[src/inc/fsirq_regs.svh]
// Register offsets, field positions and reset values of the four-source interrupt block.
//
// Functional notes
// - Ext A trigger sets its flag always
// - Ext A enabled flag vectors to 8
// - Ext A disabled: flag set, no vector
// - Edge field bits 4:3 picks trigger
// - Ext B trigger sets its flag always
// - Ext B enabled flag vectors to 8
// - Ext B disabled: flag set, no vector
// - Ext B triggers on falling edge only
// - Base timer overflow sets its flag
// - Base timer enabled overflow vectors
// - Base timer disabled: flag, no vector
// - Second timer overflow sets its flag
// - Second timer enabled flag vectors
// - Second timer disabled: flag, no vector
// - Nothing vectors without global enable
// - Entry clears global enable, exit sets
`ifndef FSIRQ_REGS_SVH
`define FSIRQ_REGS_SVH

// ==========================================================================
// Register byte addresses.
// ==========================================================================
// The edge register keeps its word index; its byte address is four times it.
`define FSIRQ_EDGE_INDEX     12'h0BF
`define FSIRQ_EDGE_OFFSET    12'h2FC
`define FSIRQ_FLAG_OFFSET    12'h320
`define FSIRQ_ENABLE_OFFSET  12'h324
`define FSIRQ_GLOBAL_OFFSET  12'h328
`define FSIRQ_CLEAR_OFFSET   12'h32C
`define FSIRQ_VECTOR_OFFSET  12'h330

// ==========================================================================
// Field positions and reset values.
// ==========================================================================
`define FSIRQ_EDGE_LSB       3
`define FSIRQ_EDGE_MSB       4
`define FSIRQ_EDGE_RESET     2'h2
`define FSIRQ_BIT_EXT_A      0
`define FSIRQ_BIT_EXT_B      1
`define FSIRQ_BIT_BASE_TMR   4
`define FSIRQ_BIT_SEC_TMR    6
`define FSIRQ_GIE_BIT        7
`define FSIRQ_SRC_MASK       8'h53
`define FSIRQ_VECTOR_ADDR    16'h0008

`endif

[src/inc/fsirq_pkg.sv]
// Types shared by the four-source interrupt block.
package fsirq_pkg;

    // Trigger selection for the first external pin.
    typedef enum logic [1:0] {
        FSIRQ_EDGE_RESERVED = 2'h0,
        FSIRQ_EDGE_RISE     = 2'h1,
        FSIRQ_EDGE_FALL     = 2'h2,
        FSIRQ_EDGE_BOTH     = 2'h3
    } fsirq_edge_t;

    // Service state, one-hot.
    typedef enum logic [1:0] {
        FSIRQ_ST_IDLE    = 2'b01,
        FSIRQ_ST_SERVICE = 2'b10
    } fsirq_state_t;

endpackage

[src/core/fsirq_sync.sv]
// Two-stage synchroniser and edge detector for one external pin.
`timescale 1ns/1ps
module fsirq_sync (
    input  wire logic ref_clk,
    input  wire logic rstn,
    input  wire logic pin,
    output logic      level,
    output logic      rise,
    output logic      fall
);
    logic stage_one;
    logic stage_two;
    logic last_level;

    // The first stage feeds only the second; edges come from later stages.
    always_ff @(posedge ref_clk) begin
        if (!rstn) begin
            stage_one  <= 1'b1;
            stage_two  <= 1'b1;
            last_level <= 1'b1;
        end else begin
            stage_one  <= pin;
            stage_two  <= stage_one;
            last_level <= stage_two;
        end
    end

    // Edge pulses last one cycle.
    assign level = stage_two;
    assign rise  = stage_two & ~last_level;
    assign fall  = ~stage_two & last_level;
endmodule

[src/core/fsirq_trigger.sv]
// Edge selector of the first external pin.
`timescale 1ns/1ps
module fsirq_trigger (
    input  wire logic                 rise,
    input  wire logic                 fall,
    input  wire fsirq_pkg::fsirq_edge_t ext_a_edge_select,
    output logic                      trigger
);
    // Reserved code selects no edge at all.
    always_comb begin
        case (ext_a_edge_select)
            fsirq_pkg::FSIRQ_EDGE_RISE: trigger = rise;
            fsirq_pkg::FSIRQ_EDGE_FALL: trigger = fall;
            fsirq_pkg::FSIRQ_EDGE_BOTH: trigger = rise | fall;
            default:                    trigger = 1'b0;
        endcase
    end
endmodule

[src/core/fsirq_top.sv]
// Four-source interrupt flag logic with an APB register slave.
`timescale 1ns/1ps
`include "fsirq_regs.svh"
module fsirq_top (
    input  wire logic        ref_clk,
    input  wire logic        rstn,
    input  wire logic        psel,
    input  wire logic        penable,
    input  wire logic        pwrite,
    input  wire logic [11:0] paddr,
    input  wire logic [31:0] pwdata,
    output logic      [31:0] prdata,
    output logic             pready,
    output logic             pslverr,
    input  wire logic        ext_irq_a,
    input  wire logic        ext_irq_b,
    input  wire logic        base_timer_overflow,
    input  wire logic        second_timer_overflow,
    input  wire logic        service_exit,
    output logic             vector_req,
    output logic [15:0]      vector_addr,
    output logic             irq,
    output logic             in_service
);
    // ======================================================================
    // Pin synchronisers and edge selection.
    // ======================================================================
    logic a_rise;
    logic a_fall;
    logic b_fall;
    logic a_trig;
    fsirq_pkg::fsirq_edge_t ext_a_edge_select;

    fsirq_sync u_sync_a (
        .ref_clk (ref_clk),
        .rstn    (rstn),
        .pin     (ext_irq_a),
        .level   (),
        .rise    (a_rise),
        .fall    (a_fall)
    );

    fsirq_sync u_sync_b (
        .ref_clk (ref_clk),
        .rstn    (rstn),
        .pin     (ext_irq_b),
        .level   (),
        .rise    (),
        .fall    (b_fall)
    );

    fsirq_trigger u_trig_a (
        .rise              (a_rise),
        .fall              (a_fall),
        .ext_a_edge_select (ext_a_edge_select),
        .trigger           (a_trig)
    );

    // ======================================================================
    // Event vector in flag layout.
    // ======================================================================
    logic [7:0] events;

    // Each source maps onto its own flag bit.
    assign events = {1'b0,
                     second_timer_overflow,
                     1'b0,
                     base_timer_overflow,
                     2'b00,
                     b_fall,
                     a_trig};

    // ======================================================================
    // APB decode.
    // ======================================================================
    logic apb_access;
    logic wr;
    logic rd;
    logic hit_edge;
    logic hit_flag;
    logic hit_enable;
    logic hit_global;
    logic hit_clear;
    logic hit_vector;
    logic hit_any;

    // Zero wait states: every access completes in its first access cycle.
    assign apb_access = psel & penable;
    assign wr         = apb_access & pwrite;
    assign rd         = apb_access & ~pwrite;
    assign hit_edge   = (paddr == `FSIRQ_EDGE_OFFSET);
    assign hit_flag   = (paddr == `FSIRQ_FLAG_OFFSET);
    assign hit_enable = (paddr == `FSIRQ_ENABLE_OFFSET);
    assign hit_global = (paddr == `FSIRQ_GLOBAL_OFFSET);
    assign hit_clear  = (paddr == `FSIRQ_CLEAR_OFFSET);
    assign hit_vector = (paddr == `FSIRQ_VECTOR_OFFSET);
    assign hit_any    = hit_edge | hit_flag | hit_enable | hit_global | hit_clear | hit_vector;

    // ======================================================================
    // Registers.
    // ======================================================================
    logic [7:0] irq_flag_register;
    logic [7:0] irq_enable;
    logic       global_irq_enable;
    logic [1:0] edge_field;
    logic [7:0] clear_bits;
    logic [7:0] next_flags;
    logic [7:0] pending;
    logic       take;
    fsirq_pkg::fsirq_state_t state;
    fsirq_pkg::fsirq_state_t next_state;

    assign ext_a_edge_select = fsirq_pkg::fsirq_edge_t'(edge_field);

    // Software clears by writing ones to the flag or clear register.
    assign clear_bits = (wr & (hit_flag | hit_clear)) ? (pwdata[7:0] & `FSIRQ_SRC_MASK) : 8'h00;

    // Hardware only sets; a set in the same cycle as a clear wins.
    assign next_flags = (irq_flag_register & ~clear_bits) | (events & `FSIRQ_SRC_MASK);

    // Flags ignore the enables; the enables gate the vector and the irq output.
    assign pending = irq_flag_register & irq_enable;

    // Vector only with global enable while not already in service.
    assign take = global_irq_enable & (|pending)
                  & (state == fsirq_pkg::FSIRQ_ST_IDLE);

    // Service state machine.
    always_comb begin
        next_state = state;
        case (state)
            fsirq_pkg::FSIRQ_ST_IDLE: begin
                if (take) begin
                    next_state = fsirq_pkg::FSIRQ_ST_SERVICE;
                end
            end
            fsirq_pkg::FSIRQ_ST_SERVICE: begin
                if (service_exit) begin
                    next_state = fsirq_pkg::FSIRQ_ST_IDLE;
                end
            end
            default: next_state = fsirq_pkg::FSIRQ_ST_IDLE;
        endcase
    end

    // Flag register.
    always_ff @(posedge ref_clk) begin
        if (!rstn) begin
            irq_flag_register <= 8'h00;
        end else begin
            irq_flag_register <= next_flags;
        end
    end

    // Enable and edge registers.
    always_ff @(posedge ref_clk) begin
        if (!rstn) begin
            irq_enable <= 8'h00;
            edge_field <= `FSIRQ_EDGE_RESET;
        end else begin
            if (wr & hit_enable) begin
                irq_enable <= pwdata[7:0] & `FSIRQ_SRC_MASK;
            end
            if (wr & hit_edge) begin
                edge_field <= pwdata[`FSIRQ_EDGE_MSB:`FSIRQ_EDGE_LSB];
            end
        end
    end

    // Global enable: entry clears it, exit sets it, software may write it.
    always_ff @(posedge ref_clk) begin
        if (!rstn) begin
            global_irq_enable <= 1'b0;
        end else if (take) begin
            global_irq_enable <= 1'b0;
        end else if (service_exit & (state == fsirq_pkg::FSIRQ_ST_SERVICE)) begin
            global_irq_enable <= 1'b1;
        end else if (wr & hit_global) begin
            global_irq_enable <= pwdata[`FSIRQ_GIE_BIT];
        end
    end

    // State and vector outputs.
    always_ff @(posedge ref_clk) begin
        if (!rstn) begin
            state       <= fsirq_pkg::FSIRQ_ST_IDLE;
            vector_req  <= 1'b0;
            vector_addr <= 16'h0000;
            in_service  <= 1'b0;
        end else begin
            state       <= next_state;
            vector_req  <= take;
            vector_addr <= `FSIRQ_VECTOR_ADDR;
            in_service  <= (next_state == fsirq_pkg::FSIRQ_ST_SERVICE);
        end
    end

    // Level interrupt from the new flag values and the current enable register.
    always_ff @(posedge ref_clk) begin
        if (!rstn) begin
            irq <= 1'b0;
        end else begin
            irq <= |(next_flags & irq_enable);
        end
    end

    // ======================================================================
    // APB answer.
    // ======================================================================
    logic [31:0] read_mux;

    // Read selection; the clear register reads as zero.
    assign read_mux = hit_edge   ? {27'h0, edge_field, 3'h0} :
                      hit_flag   ? {24'h0, irq_flag_register} :
                      hit_enable ? {24'h0, irq_enable} :
                      hit_global ? {24'h0, global_irq_enable, 5'h0, state == fsirq_pkg::FSIRQ_ST_SERVICE, 1'b0} :
                      hit_vector ? {16'h0, `FSIRQ_VECTOR_ADDR} :
                      32'h0000_0000;

    // Ready is a one-cycle pulse in the first access cycle.
    always_ff @(posedge ref_clk) begin
        if (!rstn) begin
            prdata  <= 32'h0000_0000;
            pready  <= 1'b0;
            pslverr <= 1'b0;
        end else begin
            pready  <= psel & ~penable;
            pslverr <= psel & ~penable & ~hit_any;               // Unmapped addresses answer with an error.
            prdata  <= (psel & ~penable & ~pwrite) ? read_mux : 32'h0000_0000;
        end
    end
endmodule

[config.mk]
export PLATFORM = sky130hd
export DESIGN_NAME = fsirq_top
export DESIGN_NICKNAME = d
export VERILOG_FILES = /design/src/inc/fsirq_pkg.sv /design/src/core/fsirq_sync.sv /design/src/core/fsirq_trigger.sv /design/src/core/fsirq_top.sv
export VERILOG_INCLUDE_DIRS = /design/src /design/src/inc
export SDC_FILE = /design/constraint.sdc
export NUM_CORES = 1
export LEC_CHECK = 0
export BUFFER_PORTS_ARGS = -buffer_cell sky130_fd_sc_hd__buf_2
export CORE_ASPECT_RATIO = 1.75
export CORE_MARGIN = 2
export CORE_UTILIZATION = 43
export DETAILED_ROUTE_END_ITERATION = 10
export GPL_TIMING_DRIVEN = 0
export PLACE_DENSITY = 0.8
export SYNTH_ARGS = -nofsm -noshare
export SYNTH_HDL_FRONTEND = slang
export SYNTH_HIERARCHICAL = 1
export SYNTH_SLANG_ARGS = --single-unit
[constraint.sdc]
create_clock -name ref_clk -period 2.2 [get_ports ref_clk]
set_input_delay 0.44 -clock ref_clk [delete_from_list [all_inputs] [get_ports ref_clk]]
set_output_delay 0.44 -clock ref_clk [all_outputs]
set_load 0.02 [all_outputs]
==> flow_summary_export.csv <==
group,metric,value,unit
placed_design,dp_hpwl,2818,um
die,design.core.area,3904,um^2
detailed_routing,viasPerCell,4.663,
sta,hold_viol,0,
worst_setup_path,cp-end-kind,"flop",
worst_setup_path,cp_max_fo,5,
global_route,overflow,0,
die,die_area,4611,um^2
cts,clockRootBuffer,"clkbuf_8",
worst_setup_path,reg2reg_from,"u_sync_a/level",
placed_design,dp.cells,324,
layout,final_cells,332,
detailed_routing,drc_errors,0,
worst_setup_path,timing.rr.end,"irq",
synth,yosysWarnings,6,
layout,fillerInstances,375,
cts,htreeDepth,2,
sta,rsz0062_at_grt,"no",
sta,setup_violations,0,
layout,multiInputGateArea,894.6,um^2
cts,cts_tree,"yes",
synth,syn_inst,199,
power_and_ir_drop,p_total,0.001294,W
synth,synth.cell_area,1748,um^2
global_route,grt_max_degree,16,
hold_path,min_to,"prdata[6]",
cts,clock_latency,0.28,ns
hold_path,hold_path_depth,2,
detailed_routing,postRouteAntennaNets,0,
cts,clockBufferDepth,2,
worst_setup_path,path_class,"input port to flop",
die,row_count,30,
cts,cts.repair.resized,0,
detailed_routing,vias,1548,
layout,diodes,0,
die,dieWidth,52.20,um
worst_setup_path,cp-start-kind,"input port",
flow_run,maxCapViolCount,0,
detailed_routing,drt_first_iter_violations,40,
run_status,outcome,"finished clean",
cts,cts_made_buffers,5,
sta,max_clock_freq,548.6,MHz
cts,cts_sinks,31,
hold_path,min_from,"paddr[3]",
worst_setup_path,worst-r2r-setup-slack,0.89,ns
global_route,grt_first_pass_wirelength,5354,um
worst_setup_path,r2r_cells,5,
sta,clock_skew,0.005094,ns
layout,ff_latch_area,620.6,um^2
sta,tns,0,ns
detailed_routing,drt_first_pass_iters,6,
detailed_routing,avgRoutedWirePerCell,10.52,um
power_and_ir_drop,vdd_drop_max,436.3,uV
worst_setup_path,worstPathArrival,1.94,ns
sta,fin_crit,1.823,ns
global_route,track_usage,15.65,%
layout,drive_above_1_share,33.80,%
sta,relSlewSlack,56.54,%
global_route,antenna_found_initial,0,
sta,timing.final.crit_share,82.85,%
placed_design,port_buffers,37,
cts,holdBufCountCts,0,
cts,cts_setup_buffers,0,
layout,syn_to_final_growth,28.35,%
hold_path,hold_class,"input port to flop",
sta,drv_slew,0,
synth,avgSynthCellArea,8.784,um^2
detailed_routing,wl,3491,um
placed_design,place.gp.congestion,0.7785,
sta,worstMarginPinSlew,0.6470,ns
die,ioPinCount,107,
layout,postLayoutCoreUtil,57.47,%
power_and_ir_drop,power_density,577.0,nW/um^2
die,start_util,44.78,%
layout,nets,339,
sta,whs,0.3332,ns
worst_setup_path,required,2.32,ns
power_and_ir_drop,p_leak,1.138,nW
cts,clk_pin_slew_worst_paths,0.06,ns
die,die_h,88.34,um
global_route,grt_pass1_vias,1353,
-- per-stage QoR --
stage	area (um^2)	setup slack [ns]
2_1_floorplan	1898	0.4679
3_3_place_gp	2143	0.1109
3_5_place_dp	2143	0.1269
4_1_cts	2243	0.4203
5_1_grt	2243	0.1941
6_report	2243	0.3773
-- per-layer routing --
metal  vias up  routed length, um  GRT usage [%]
met5         -                  0              0
li1        780                  -              -
met2        80               1860          29.92
met3         9                337          4.561
met1       679               1194          13.43
met4         0                 98          10.02
-- sequential cells by signal, indices dropped and copies added (netlist names), 2 cells and up --
signal and cells:
prdata 6, irq_enable 4, irq_flag_register 4, edge_field 2, state 2
-- placed cells by master, fill, tap and decap left out, drive strengths merged, types with 3 or more instances in the layout --
cell    count
a22o        3
inv        10
o21ai      16
nor2b      10
nor3        5
nor2        6
a21oi       6
nand2      17
nand2b      6
nand3       4
a31oi       5
clkbuf     10
conb       41
mux2i       8
dfxtp      31
buf        79
-- critical path: stages --
cell and delay [ns]:
buf_2 0.12, nor4b_1 0.45, nand4_1 0.21, nor3_1 0.54
o22ai_1 0.18
-- layout make-up --
type | instances | area share [%]
Timing Repair Buffer | 37 | 8.254
Multi-Input combinational cell | 154 | 39.88
Sequential cell | 31 | 27.66
Clock buffer | 8 | 4.462
Tap cell | 48 | 2.677
Buffer | 44 | 15.39
Inverter | 10 | 1.673
-- how the worst max path moves through the flow --
stage          startpoint         to  slack (ns)  depth (start not counted)
3_3_place_gp     paddr[4]        irq        0.11                          5
2_1_floorplan    paddr[4]  prdata[0]        0.47                          3
6_report         paddr[4]        irq        0.38                          5
3_5_place_dp     paddr[4]        irq        0.13                          5
5_1_grt          paddr[4]        irq        0.19                          5
4_1_cts          paddr[4]        irq        0.42                          5
-- report_power, final --
| group | internal [W] | switching (W) | leakage, nW |
|---|---|---|---|
| Sequential | 0.000575 | 0.00000945 | 0.253 |
| Combinational | 0.0000971 | 0.000129 | 0.833 |
| Clock | 0.000285 | 0.000199 | 0.0515 |
No activity file was read; power rests on OpenSTA's default activity.
